--- src/logic/pbdim_pkg.sv ---
// pbdim_pkg: constants, encodings and register map of the push-button dimming channel
// assumes a 125 MHz system clock and a plain address/strobe register port
package pbdim_pkg;
	// clock and time base
	localparam int CLK_HZ = 125000000;
	localparam int MS_PER_TICK = 1;
	localparam int TICK_CYC = CLK_HZ / 1000 * MS_PER_TICK; // cycles per 1 ms tick
	localparam int SEC_MS = 1000;
	localparam int MIN_SEC = 60;
	// register port
	localparam int AW = 4;
	localparam int DW = 32;
	localparam logic [3:0] REG_CFG = 4'h0;
	localparam logic [3:0] REG_DC_VAL = 4'h1;
	localparam logic [3:0] REG_CYC = 4'h2;
	localparam logic [3:0] REG_STAT = 4'h3;
	localparam logic [3:0] REG_CTRL = 4'h4;
	// cfg register fields
	localparam int CFG_RESTORE_LSB = 0;  // 3 bits
	localparam int CFG_BSET_LSB = 3;     // 2 bits
	localparam int CFG_BCLR_LSB = 5;     // 2 bits
	localparam int CFG_BLOCK_EN = 7;
	localparam int CFG_BLOCK_POL = 8;    // 0: block with 1, 1: block with 0
	localparam int CFG_DC_EN = 9;
	localparam int CFG_DC_TYPE_LSB = 10; // 3 bits
	localparam int CFG_DC_SW_LSB = 13;   // 2 bits
	localparam int CFG_DC_PRIO_LSB = 15; // 2 bits
	localparam int CFG_DC_REST_LSB = 17; // 3 bits
	localparam int CFG_DC_BSET_LSB = 20; // 2 bits
	localparam int CFG_DC_BCLR_LSB = 22; // 1 bit
	localparam int CFG_LONG_LSB = 23;    // 3 bits, 300 ms + 100 ms * n
	localparam int CFG_DCWIN_LSB = 26;   // 3 bits, 300 ms + 100 ms * n
	localparam logic [31:0] CFG_RST = 32'h0000_0000;
	localparam logic [5:0] CYC_RST = 6'h00; // 0: no repetition, n: every n minutes
	localparam logic [5:0] CYC_MAX = 6'h3c;
	localparam int BASE_MS = 300;
	localparam int STEP_MS = 100;
	localparam logic [31:0] F16_MAX = 32'd670760; // range limit of the 2-byte float value
	// ctrl register bits
	localparam int CTRL_RESTORE = 0;
	// restoration responses
	typedef enum logic [2:0] {
		PBDIM_RS_NONE = 3'h0, PBDIM_RS_ON = 3'h1, PBDIM_RS_OFF = 3'h2,
		PBDIM_RS_ON5 = 3'h3, PBDIM_RS_ON10 = 3'h4, PBDIM_RS_ON15 = 3'h5,
		PBDIM_RS_OFF5 = 3'h6, PBDIM_RS_OFF10 = 3'h7
	} pbdim_rest_t;
	localparam logic [2:0] RS_OFF15_ALT = 3'h7; // off after 15 s selected via cfg bit 30
	localparam int CFG_OFF15 = 30;
	// block responses
	typedef enum logic [1:0] {
		PBDIM_BR_IGNORE = 2'h0, PBDIM_BR_NONE = 2'h1, PBDIM_BR_ON = 2'h2, PBDIM_BR_OFF = 2'h3
	} pbdim_bresp_t;
	// double-click types
	typedef enum logic [2:0] {
		PBDIM_DT_SW = 3'h0, PBDIM_DT_PRIO = 3'h1, PBDIM_DT_U8 = 3'h2,
		PBDIM_DT_PCT = 3'h3, PBDIM_DT_F16 = 3'h4, PBDIM_DT_F32 = 3'h5
	} pbdim_dtype_t;
	localparam logic [1:0] SW_ON = 2'h0;
	localparam logic [1:0] SW_OFF = 2'h1;
	localparam logic [1:0] SW_TOGGLE = 2'h2;
	localparam logic [1:0] PRIO_INACT = 2'h0;
	localparam logic [1:0] PRIO_ON = 2'h3;
	localparam logic [1:0] PRIO_OFF = 2'h2;
	// double-click restoration responses
	localparam logic [2:0] DR_NONE = 3'h0;
	localparam logic [2:0] DR_NOW = 3'h1;
	localparam logic [2:0] DR_5S = 3'h2;
	localparam logic [2:0] DR_10S = 3'h3;
	localparam logic [2:0] DR_15S = 3'h4;
	localparam logic [4:0] DLY_5S = 5'd5;
	localparam logic [4:0] DLY_10S = 5'd10;
	localparam logic [4:0] DLY_15S = 5'd15;
	// telegram kinds on the output port
	localparam logic [1:0] TG_DIM_ON = 2'h0;
	localparam logic [1:0] TG_DIM_OFF = 2'h1;
	localparam logic [1:0] TG_DCLICK = 2'h2;
	// press classifier states
	typedef enum logic [1:0] {
		PBDIM_IDLE = 2'b00, PBDIM_PRESS = 2'b01, PBDIM_WAIT2 = 2'b11, PBDIM_PRESS2 = 2'b10
	} pbdim_st_t;
endpackage

--- src/logic/pbdim_channel.sv ---
// pbdim_channel: one push-button dimming channel with double-click object and block handling
// assumes a debounced button level synchronous to mclk_in and a telegram sink that never stalls
//
// Operation
// - delayed switch-on: send dimmer on 5, 10 or 15 s after restoration.
// - delayed switch-off: send dimmer off 5, 10 or 15 s after restoration.
// - ignore-block option keeps that telegram working whatever the block state.
// - entering block sends nothing, dimmer on or dimmer off per setting.
// - leaving block sends nothing, dimmer on or dimmer off per setting.
// - double-click object has one of six selectable data types.
// - switching type sends on, off or inverse of held state.
// - priority type sends 00 inactive, 11 on, 10 off.
// - unsigned byte type sends configured constant 0 to 255.
// - percentage type sends configured byte 0 to 100 percent.
// - 2-byte float type sends configured value within plus or minus 670760.
// - 4-byte float type sends configured value within plus or minus 1E+38.
// - double-click telegram not repeated or resent every 1 to 60 minutes.
// - after bus restoration double-click value sent never, now, or 5/10/15 s later.
// - block set or cancel sends nothing or the double-click telegram.
// - block polarity selectable: 1 blocks by default, or 0 blocks.
// - double-click needs second press within 300 ms to 1 s window.
// - press held at least 300 ms to 1 s threshold is long.
`timescale 1ns/1ps
module pbdim_channel (
	input wire logic mclk_in, // 125 MHz clock
	input wire logic rst_in, // synchronous reset, active high
	input wire logic [3:0] addr_in, // register index
	input wire logic [31:0] wdata_in, // write data
	input wire logic wr_in, // write strobe
	input wire logic rd_in, // read strobe
	output logic [31:0] rdata_out, // read data, cycle after rd_in
	input wire logic button_in, // debounced button level, 1 = pressed
	input wire logic block_obj_in, // block object value from the bus
	input wire logic restore_in, // one-cycle pulse: bus and mains returned
	input wire logic dimmer_state_in, // held switching state of the actuator
	output logic tg_valid_out, // one-cycle telegram pulse
	output logic [1:0] tg_kind_out, // telegram kind
	output logic [2:0] tg_type_out, // double-click data type
	output logic [31:0] tg_data_out, // telegram payload
	output logic short_press_out, // one-cycle pulse: short press
	output logic long_press_out, // one-cycle pulse: long press reached
	output logic blocked_out // channel blocked
);
	typedef struct packed {
		logic [31:0] cfg;
		logic [31:0] dc_val;
		logic [5:0] cyc;
		logic [31:0] rdata;
		logic [16:0] tick_cnt;
		logic [9:0] ms_cnt;
		logic [5:0] sec_cnt;
		logic [10:0] press_ms;
		logic [10:0] gap_ms;
		pbdim_pkg::pbdim_st_t st;
		logic long_seen;
		logic blocked;
		logic [4:0] rest_dly;
		logic rest_on;
		logic rest_pend;
		logic [4:0] dc_dly;
		logic dc_pend;
		logic cyc_run;
		logic [5:0] cyc_min;
		logic tg_valid;
		logic [1:0] tg_kind;
		logic [2:0] tg_type;
		logic [31:0] tg_data;
		logic short_p;
		logic long_p;
		logic [7:0] errs;
	} pbdim_state_t;

	pbdim_state_t s_r, s_nxt;

	// threshold of 300 ms plus 100 ms per step, used for long press and double-click window
	function automatic logic [10:0] pbdim_thr(input logic [2:0] sel);
		pbdim_thr = 11'(pbdim_pkg::BASE_MS) + 11'(pbdim_pkg::STEP_MS) * {8'h00, sel};
	endfunction

	// delay in seconds for a restoration setting, zero for immediate
	function automatic logic [4:0] pbdim_rdly(input logic [2:0] rs, input logic off15);
		case (rs)
			pbdim_pkg::PBDIM_RS_ON5, pbdim_pkg::PBDIM_RS_OFF5: pbdim_rdly = pbdim_pkg::DLY_5S;
			pbdim_pkg::PBDIM_RS_ON10: pbdim_rdly = pbdim_pkg::DLY_10S;
			pbdim_pkg::PBDIM_RS_ON15: pbdim_rdly = pbdim_pkg::DLY_15S;
			pbdim_pkg::PBDIM_RS_OFF10: pbdim_rdly = off15 ? pbdim_pkg::DLY_15S : pbdim_pkg::DLY_10S;
			default: pbdim_rdly = 5'd0;
		endcase
	endfunction

	// double-click payload per data type
	function automatic logic [31:0] pbdim_dcdata(input logic [31:0] cfg, input logic [31:0] v,
		input logic held);
		logic [1:0] sw;
		sw = cfg[pbdim_pkg::CFG_DC_SW_LSB +: 2];
		case (cfg[pbdim_pkg::CFG_DC_TYPE_LSB +: 3])
			pbdim_pkg::PBDIM_DT_SW:
				pbdim_dcdata = {31'h0, (sw == pbdim_pkg::SW_TOGGLE) ? ~held : (sw == pbdim_pkg::SW_ON)};
			pbdim_pkg::PBDIM_DT_PRIO:
				pbdim_dcdata = {30'h0, cfg[pbdim_pkg::CFG_DC_PRIO_LSB +: 2]};
			pbdim_pkg::PBDIM_DT_U8, pbdim_pkg::PBDIM_DT_PCT:
				pbdim_dcdata = {24'h0, v[7:0]};
			pbdim_pkg::PBDIM_DT_F16:
				pbdim_dcdata = {16'h0, v[15:0]};
			default:
				pbdim_dcdata = v;
		endcase
	endfunction

	logic blk_raw;
	logic tick_ms, tick_s, tick_min;
	logic press_rise, press_fall;
	logic dc_event, block_set, block_clr;
	logic dc_ign, dim_ign;
	logic [2:0] rsel;

	// time base enables; the divider runs free so delays end up to one tick early
	assign tick_ms = (s_r.tick_cnt == 17'(pbdim_pkg::TICK_CYC - 1));
	assign tick_s = tick_ms && (s_r.ms_cnt == 10'(pbdim_pkg::SEC_MS - 1));
	assign tick_min = tick_s && (s_r.sec_cnt == 6'(pbdim_pkg::MIN_SEC - 1));
	assign rsel = s_r.cfg[pbdim_pkg::CFG_RESTORE_LSB +: 3];
	// polarity of the block object and enable of the block function
	assign blk_raw = s_r.cfg[pbdim_pkg::CFG_BLOCK_EN]
		&& (block_obj_in ^ s_r.cfg[pbdim_pkg::CFG_BLOCK_POL]);
	assign block_set = blk_raw && !s_r.blocked;
	assign block_clr = !blk_raw && s_r.blocked;
	assign dim_ign = (s_r.cfg[pbdim_pkg::CFG_BSET_LSB +: 2] == pbdim_pkg::PBDIM_BR_IGNORE);
	assign dc_ign = (s_r.cfg[pbdim_pkg::CFG_DC_BSET_LSB +: 2] == pbdim_pkg::PBDIM_BR_IGNORE);
	assign press_rise = button_in && (s_r.st == pbdim_pkg::PBDIM_IDLE || s_r.st == pbdim_pkg::PBDIM_WAIT2);
	assign press_fall = !button_in && (s_r.st == pbdim_pkg::PBDIM_PRESS || s_r.st == pbdim_pkg::PBDIM_PRESS2);
	// second press inside the window counts as double-click; blocked channel drops it unless ignored
	assign dc_event = press_rise && s_r.st == pbdim_pkg::PBDIM_WAIT2
		&& s_r.cfg[pbdim_pkg::CFG_DC_EN] && (!s_r.blocked || dc_ign);

	always_comb begin
		s_nxt = s_r;
		s_nxt.tg_valid = 1'b0;
		s_nxt.short_p = 1'b0;
		s_nxt.long_p = 1'b0;
		s_nxt.rdata = 32'h0;
		// time base
		s_nxt.tick_cnt = tick_ms ? 17'h0 : s_r.tick_cnt + 17'h1;
		if (tick_ms) begin
			s_nxt.ms_cnt = tick_s ? 10'h0 : s_r.ms_cnt + 10'h1;
		end
		if (tick_s) begin
			s_nxt.sec_cnt = tick_min ? 6'h0 : s_r.sec_cnt + 6'h1;
		end
		// press classifier
		if (tick_ms && s_r.press_ms != 11'h7ff) begin
			s_nxt.press_ms = s_r.press_ms + 11'h1;
		end
		if (tick_ms && s_r.gap_ms != 11'h7ff) begin
			s_nxt.gap_ms = s_r.gap_ms + 11'h1;
		end
		case (s_r.st)
			pbdim_pkg::PBDIM_IDLE, pbdim_pkg::PBDIM_WAIT2: begin
				if (button_in) begin
					s_nxt.st = (s_r.st == pbdim_pkg::PBDIM_WAIT2) ? pbdim_pkg::PBDIM_PRESS2 : pbdim_pkg::PBDIM_PRESS;
					s_nxt.press_ms = 11'h0;
					s_nxt.long_seen = 1'b0;
				end else if (s_r.st == pbdim_pkg::PBDIM_WAIT2
					&& s_r.gap_ms >= pbdim_thr(s_r.cfg[pbdim_pkg::CFG_DCWIN_LSB +: 3])) begin
					s_nxt.st = pbdim_pkg::PBDIM_IDLE;
				end
			end
			pbdim_pkg::PBDIM_PRESS, pbdim_pkg::PBDIM_PRESS2: begin
				if (!s_r.long_seen && s_r.press_ms >= pbdim_thr(s_r.cfg[pbdim_pkg::CFG_LONG_LSB +: 3])) begin
					s_nxt.long_seen = 1'b1;
					s_nxt.long_p = 1'b1;
				end
				if (press_fall) begin
					s_nxt.short_p = !s_r.long_seen;
					s_nxt.gap_ms = 11'h0;
					s_nxt.st = (s_r.st == pbdim_pkg::PBDIM_PRESS && !s_r.long_seen) ? pbdim_pkg::PBDIM_WAIT2
						: pbdim_pkg::PBDIM_IDLE;
				end
			end
			default: s_nxt.st = pbdim_pkg::PBDIM_IDLE;
		endcase
		// block state tracking
		s_nxt.blocked = blk_raw;
		// restoration delays count in whole seconds
		if (tick_s && s_r.rest_dly != 5'h0) begin
			s_nxt.rest_dly = s_r.rest_dly - 5'h1;
		end
		if (tick_s && s_r.dc_dly != 5'h0) begin
			s_nxt.dc_dly = s_r.dc_dly - 5'h1;
		end
		if (tick_min && s_r.cyc_run) begin
			s_nxt.cyc_min = (s_r.cyc_min <= 6'h1) ? s_r.cyc : s_r.cyc_min - 6'h1;
		end
		// telegram sources, lowest priority first so later ones win the single output slot
		if (s_r.dc_pend && s_r.dc_dly == 5'h0) begin
			s_nxt.dc_pend = 1'b0;
			s_nxt.tg_valid = 1'b1;
			s_nxt.tg_kind = pbdim_pkg::TG_DCLICK;
		end
		if (tick_min && s_r.cyc_run && s_r.cyc_min <= 6'h1 && (!s_r.blocked || dc_ign)) begin
			s_nxt.tg_valid = 1'b1;
			s_nxt.tg_kind = pbdim_pkg::TG_DCLICK;
		end
		if (dc_event) begin
			s_nxt.tg_valid = 1'b1;
			s_nxt.tg_kind = pbdim_pkg::TG_DCLICK;
			s_nxt.cyc_run = (s_r.cyc != 6'h0);
			s_nxt.cyc_min = s_r.cyc;
		end
		if (s_r.rest_pend && s_r.rest_dly == 5'h0) begin
			s_nxt.rest_pend = 1'b0;
			s_nxt.tg_valid = 1'b1;
			s_nxt.tg_kind = s_r.rest_on ? pbdim_pkg::TG_DIM_ON : pbdim_pkg::TG_DIM_OFF;
		end
		if (block_set) begin
			if (!dim_ign) begin
				s_nxt.rest_pend = 1'b0;
			end
			if (!dc_ign) begin
				s_nxt.cyc_run = 1'b0;
			end
			if (s_r.cfg[pbdim_pkg::CFG_DC_EN]
				&& s_r.cfg[pbdim_pkg::CFG_DC_BSET_LSB +: 2] == pbdim_pkg::PBDIM_BR_ON) begin
				s_nxt.tg_valid = 1'b1;
				s_nxt.tg_kind = pbdim_pkg::TG_DCLICK;
			end
			if (s_r.cfg[pbdim_pkg::CFG_BSET_LSB +: 2] == pbdim_pkg::PBDIM_BR_ON
				|| s_r.cfg[pbdim_pkg::CFG_BSET_LSB +: 2] == pbdim_pkg::PBDIM_BR_OFF) begin
				s_nxt.tg_valid = 1'b1;
				s_nxt.tg_kind = (s_r.cfg[pbdim_pkg::CFG_BSET_LSB +: 2] == pbdim_pkg::PBDIM_BR_ON)
					? pbdim_pkg::TG_DIM_ON : pbdim_pkg::TG_DIM_OFF;
			end
		end
		if (block_clr) begin
			if (s_r.cfg[pbdim_pkg::CFG_DC_EN] && s_r.cfg[pbdim_pkg::CFG_DC_BCLR_LSB]) begin
				s_nxt.tg_valid = 1'b1;
				s_nxt.tg_kind = pbdim_pkg::TG_DCLICK;
			end
			if (s_r.cfg[pbdim_pkg::CFG_BCLR_LSB +: 2] == pbdim_pkg::PBDIM_BR_ON
				|| s_r.cfg[pbdim_pkg::CFG_BCLR_LSB +: 2] == pbdim_pkg::PBDIM_BR_OFF) begin
				s_nxt.tg_valid = 1'b1;
				s_nxt.tg_kind = (s_r.cfg[pbdim_pkg::CFG_BCLR_LSB +: 2] == pbdim_pkg::PBDIM_BR_ON)
					? pbdim_pkg::TG_DIM_ON : pbdim_pkg::TG_DIM_OFF;
			end
		end
		// type and payload move only with a telegram, so they stand until the next one
		if (s_nxt.tg_valid) begin
			s_nxt.tg_type = s_r.cfg[pbdim_pkg::CFG_DC_TYPE_LSB +: 3];
			s_nxt.tg_data = (s_nxt.tg_kind == pbdim_pkg::TG_DCLICK)
				? pbdim_dcdata(s_r.cfg, s_r.dc_val, dimmer_state_in) : 32'h0;
		end
		// bus and mains restoration starts both delayed responses
		if (restore_in || (wr_in && addr_in == pbdim_pkg::REG_CTRL && wdata_in[pbdim_pkg::CTRL_RESTORE])) begin
			s_nxt.rest_pend = (rsel != pbdim_pkg::PBDIM_RS_NONE) && (!blk_raw || dim_ign);
			s_nxt.rest_on = (rsel == pbdim_pkg::PBDIM_RS_ON) || (rsel == pbdim_pkg::PBDIM_RS_ON5)
				|| (rsel == pbdim_pkg::PBDIM_RS_ON10) || (rsel == pbdim_pkg::PBDIM_RS_ON15);
			s_nxt.rest_dly = pbdim_rdly(rsel, s_r.cfg[pbdim_pkg::CFG_OFF15]);
			s_nxt.dc_pend = s_r.cfg[pbdim_pkg::CFG_DC_EN]
				&& s_r.cfg[pbdim_pkg::CFG_DC_REST_LSB +: 3] != pbdim_pkg::DR_NONE;
			case (s_r.cfg[pbdim_pkg::CFG_DC_REST_LSB +: 3])
				pbdim_pkg::DR_5S: s_nxt.dc_dly = pbdim_pkg::DLY_5S;
				pbdim_pkg::DR_10S: s_nxt.dc_dly = pbdim_pkg::DLY_10S;
				pbdim_pkg::DR_15S: s_nxt.dc_dly = pbdim_pkg::DLY_15S;
				default: s_nxt.dc_dly = 5'h0;
			endcase
		end
		// register writes; out-of-range repetition times are refused and counted, other registers take any value
		if (wr_in) begin
			case (addr_in)
				pbdim_pkg::REG_CFG: s_nxt.cfg = wdata_in;
				pbdim_pkg::REG_DC_VAL: s_nxt.dc_val = wdata_in;
				pbdim_pkg::REG_CYC: begin
					if (wdata_in[5:0] <= pbdim_pkg::CYC_MAX && wdata_in[31:6] == 26'h0) begin
						s_nxt.cyc = wdata_in[5:0];
					end else begin
						s_nxt.errs = s_r.errs + 8'h1;
					end
				end
				default: ;
			endcase
		end
		// register reads, answered in the following cycle
		if (rd_in) begin
			case (addr_in)
				pbdim_pkg::REG_CFG: s_nxt.rdata = s_r.cfg;
				pbdim_pkg::REG_DC_VAL: s_nxt.rdata = s_r.dc_val;
				pbdim_pkg::REG_CYC: s_nxt.rdata = {26'h0, s_r.cyc};
				pbdim_pkg::REG_STAT: s_nxt.rdata = {s_r.errs, 12'h0, s_r.st, s_r.cyc_run, s_r.dc_pend,
					s_r.rest_pend, s_r.rest_dly, button_in, s_r.blocked};
				default: s_nxt.rdata = 32'h0;
			endcase
		end
	end

	// one register stage for the whole state
	always_ff @(posedge mclk_in) begin
		if (rst_in) begin
			s_r <= '0;
			s_r.cfg <= pbdim_pkg::CFG_RST;
			s_r.cyc <= pbdim_pkg::CYC_RST;
			s_r.st <= pbdim_pkg::PBDIM_IDLE;
		end else begin
			s_r <= s_nxt;
		end
	end

	assign rdata_out = s_r.rdata;
	assign tg_valid_out = s_r.tg_valid;
	assign tg_kind_out = s_r.tg_kind;
	assign tg_type_out = s_r.tg_type;
	assign tg_data_out = s_r.tg_data;
	assign short_press_out = s_r.short_p;
	assign long_press_out = s_r.long_p;
	assign blocked_out = s_r.blocked;
endmodule

--- config.mk ---
export PLATFORM = sky130hd
export DESIGN_NAME = pbdim_channel
export DESIGN_NICKNAME = d
export VERILOG_FILES = /design/src/logic/pbdim_pkg.sv /design/src/logic/pbdim_channel.sv
export SDC_FILE = /design/constraint.sdc
export NUM_CORES = 1
export LEC_CHECK = 0
export BUFFER_PORTS_ARGS = -buffer_cell sky130_fd_sc_hd__buf_2
export CAP_MARGIN = 20
export CORE_MARGIN = 8
export CORE_UTILIZATION = 47
export CTS_CLUSTER_DIAMETER = 100
export DETAILED_ROUTE_END_ITERATION = 12
export PLACE_DENSITY = 0.66
export SLEW_MARGIN = 15
export SYNTH_ARGS = -nofsm -noshare
export SYNTH_HDL_FRONTEND = slang
export SYNTH_SLANG_ARGS = --single-unit
--- constraint.sdc ---
create_clock -name mclk_in -period 3.4 [get_ports mclk_in]
set_input_delay 0.17 -clock mclk_in [delete_from_list [all_inputs] [get_ports mclk_in]]
set_output_delay 0.17 -clock mclk_in [all_outputs]
set_load 0.01 [all_outputs]
==> metrics.md <==
| Metric | Value |
|---|---|
| Status | `finished, final reports clean` |
| Cell Pwr Density | `466.3 nW/um^2` |
| Min cycle time layout | `2886 ps` |
| Initial DRC count | `715` |
| R2r endpoint | `s_r[69]$_SDFFE_PP0P_` |
| Layout cell share with drive strength beyond 1 | `16.00%` |
| Total setup buffers inserted after CTS | `0` |
| Via density | `5.417` |
| Die Span Y | `169.7 um` |
| Multi-input gate area | `5603 sq um` |
| Post-synthesis average cell area | `8.576 sq um` |
| Max Cap Viol | `0` |
| Routed wire per std cell | `16.55 um` |
| Die W | `169.7 um` |
| Via count of the first global-routing pass | `9008` |
| Final instance area | `12650 sq um` |
| CTS buffer count | `25` |
| Total grt overflow | `0` |
| Fin. Hold Viols | `0` |
| Critical path endpoint category | `flop` |
| Fill count | `2145` |
| Syn Std Cell Area | `11100 sq um` |
| Worst Hold Path Cells | `2` |
| Count leader, synth | `dfxtp_1` |
| Skew final | `15.38 ps` |
| Cells after Synth | `1294` |
| Routability-driven placement congestion ratio | `0.8402` |
| Clock tree sinks | `229` |
| # IOs | `117` |
| First-pass GRT wire length | `45930 um` |
| Area grow syn2layout | `14.03%` |
| Clock Path Buffers | `3` |
| Final Total Pwr | `5.900 mW` |
| WS Path Type | `input port to flop` |
| Slew Viols, Final | `0` |
| Total GRT Usage | `19.15%` |
| Worst IR Drop VDD | `0.0003269 V` |
| Post-synth top area share | `41.31%` |
| DRC | `0` |
| FF-to-FF Start | `s_r[221]$_SDFFE_PP0P_` |
| Detailed Place HPWL | `20110 um` |
| Worst slew margin | `30.16%` |
| Starting density of the core | `47.56%` |
| Hold Startpoint | `rst_in` |
| Worst reg-to-reg path cell count | `13` |
| CTS hold repair buffers | `32` |
| Storage element area | `4584 sq um` |
| Synth top cells by count | `dfxtp_1 (229), nand2_1 (188), nor2_1 (145), a21oi_1 (127), buf_4 (71)` |
| Worst hold path type | `input port to flop` |
| Synth warnings | `0` |
| CP Max Fanout | `6` |
| Register area share after synthesis | `41.31%` |
| Final-stage net count | `1458` |
| Ranking of synthesized cells by area | `dfxtp_1 (41%), nand2_1 (6.4%), ha_1 (5.9%)` |
| Num rows | `56` |
| LEAKAGE | `5.069 nW` |
| IO buf count | `116` |
| Crit path DAT | `3300 ps` |
| Core ar. | `23330 sq um` |
| Initial antenna violation count | `0` |
| Hold EP | `s_r[160]$_SDFFE_PP0P_` |
| Resize count post-CTS | `0` |
| Clock Latency Late Sink | `530 ps` |
| Worst-path clk slew | `60 ps` |
| Root Buffer Master | `clkbuf_16` |
| Syn Nets | `1390` |
| # setup viols final | `0` |
| Worst EP required | `3810 ps` |
| Antenna Violating Nets Remaining | `0` |
| CTS H-Tree Depth | `1` |
| Post-DP Area | `11490 sq um` |
| Top FF cell, synth | `dfxtp_1` |
| Post-synth EDFFs | `0` |
| Worst Tran Pin Value | `1047 ps` |
| Yosys top cell by area | `dfxtp_1` |
| Vias | `9214` |
| Period utilization | `84.88%` |
| CTS tree | `built` |
| Die area | `28780 sq um` |
| Post-synthesis async set-or-reset flop share | `0%` |
| Worst setup SP type | `input port` |
| Fin cells | `1701` |
| Unique masters post-synth | `76` |
| Detailed Routing Iterations Pass 1 | `5` |
| Placed Instances | `1622` |
| Synthesized flop and latch total | `229` |
| Largest net degree at the start of global routing | `36` |
| Max Fclk | `346.5 MHz` |
| Setup TNS | `0 ps` |
| Setup slack, reg-to-reg | `530 ps` |
| Post-Route WL | `28150 um` |
| RSZ-0062 raised after global routing | `no` |
## worst max-delay path, stage by stage
cell and delay [ps]:
dlygate4sd3_1 540, buf_2 140, nor4_1 530, nand3_1 250, nor3_1 760, nand3b_1 540
mux2i_1 300, nor2_1 60
## flip-flops by register name, indices dropped and copies added (netlist names)
| register | flops |
|---|---|
| s_r | 153 |
| rdata_out | 32 |
| tg_data_out | 32 |
| rsel | 3 |
| tg_type_out | 3 |
| tg_kind_out | 2 |
| blocked_out | 1 |
| long_press_out | 1 |
| short_press_out | 1 |
| tg_valid_out | 1 |
## logic make-up after synthesis
| kind of cell | after synthesis | share of synthesized area, % |
|---|---|---|
| AO/OA/AOI/OAI | 259 | 14.86 |
| flip-flops | 229 | 41.31 |
| XOR/XNOR | 60 | 4.803 |
| multiplexers | 36 | 4.025 |
| adder cells (fa/ha/maj) | 52 | 5.863 |
| AND/OR/NAND/NOR | 488 | 20.78 |
| buffers and inverters | 170 | 8.355 |
## per-layer routing
metal  up-vias  global-route usage [%]  part of all wire (%)
met5         -                       0                     0
met4         0                   5.271                   2.1
met3        45                   3.140                   5.9
met2       229                   31.94                    46
met1      4401                   25.20                    46
li1       4539                       -                     -
## how the worst max path moves through the flow
stage                          startpoint                           end  slack, ps
floorplan           s_r[221]$_SDFFE_PP0P_          s_r[69]$_SDFFE_PP0P_        770
global placement     s_r[56]$_SDFFE_PP0P_  tg_data_out[31]$_SDFFE_PP0P_        600
detailed placement  s_r[224]$_SDFFE_PP0P_          s_r[71]$_SDFFE_PP0P_        530
CTS                 s_r[224]$_SDFFE_PP0P_          s_r[71]$_SDFFE_PP0P_        520
global route        s_r[224]$_SDFFE_PP0P_          s_r[71]$_SDFFE_PP0P_        280
finish                       wdata_in[31]         s_r[164]$_SDFFE_PP0P_        510
## stage by stage
step | util, % | setup slack [ps] | hold slack (ps)
2_1_floorplan | - | 768.1 | 249.3
3_3_place_gp | 49.24 | 602.1 | 431.7
3_5_place_dp | 49.24 | 525.2 | 440.6
4_1_cts | 54.22 | 516.7 | 44.84
5_1_grt | 54.22 | 284.8 | 85.81
6_report | 54.23 | 514.0 | 53.73
## power breakdown
group | switching [mW] | internal, mW | leakage (nW)
Clock | 1.13 | 1.64 | 0.415
Combinational | 0.235 | 0.156 | 2.81
Sequential | 0.0326 | 2.71 | 1.85
## area by class of cell
type,count,area share (%)
multi-input cells,895,44.28
diodes,1,0.01978
clock buffers,34,5.686
flip-flops and latches,229,36.23
clock inverters,12,0.9691
well taps,319,3.154
inverters,41,1.216
repair buffers,170,8.445
## cell usage in the layout (no fill, tap or decap), types with 29 or more instances in the layout
cell type / Yosys / routed
dfxtp_1: 229 / 229
nand2_1: 188 / 188
nor2_1: 145 / 145
a21oi_1: 127 / 127
buf_2: 2 / 115
ha_1: 52 / 52
inv_1: 41 / 41
xor2_1: 33 / 33
dlygate4sd3_1: 0 / 32
o21ai_0: 29 / 29
No activity file was read; power rests on OpenSTA's default activity.
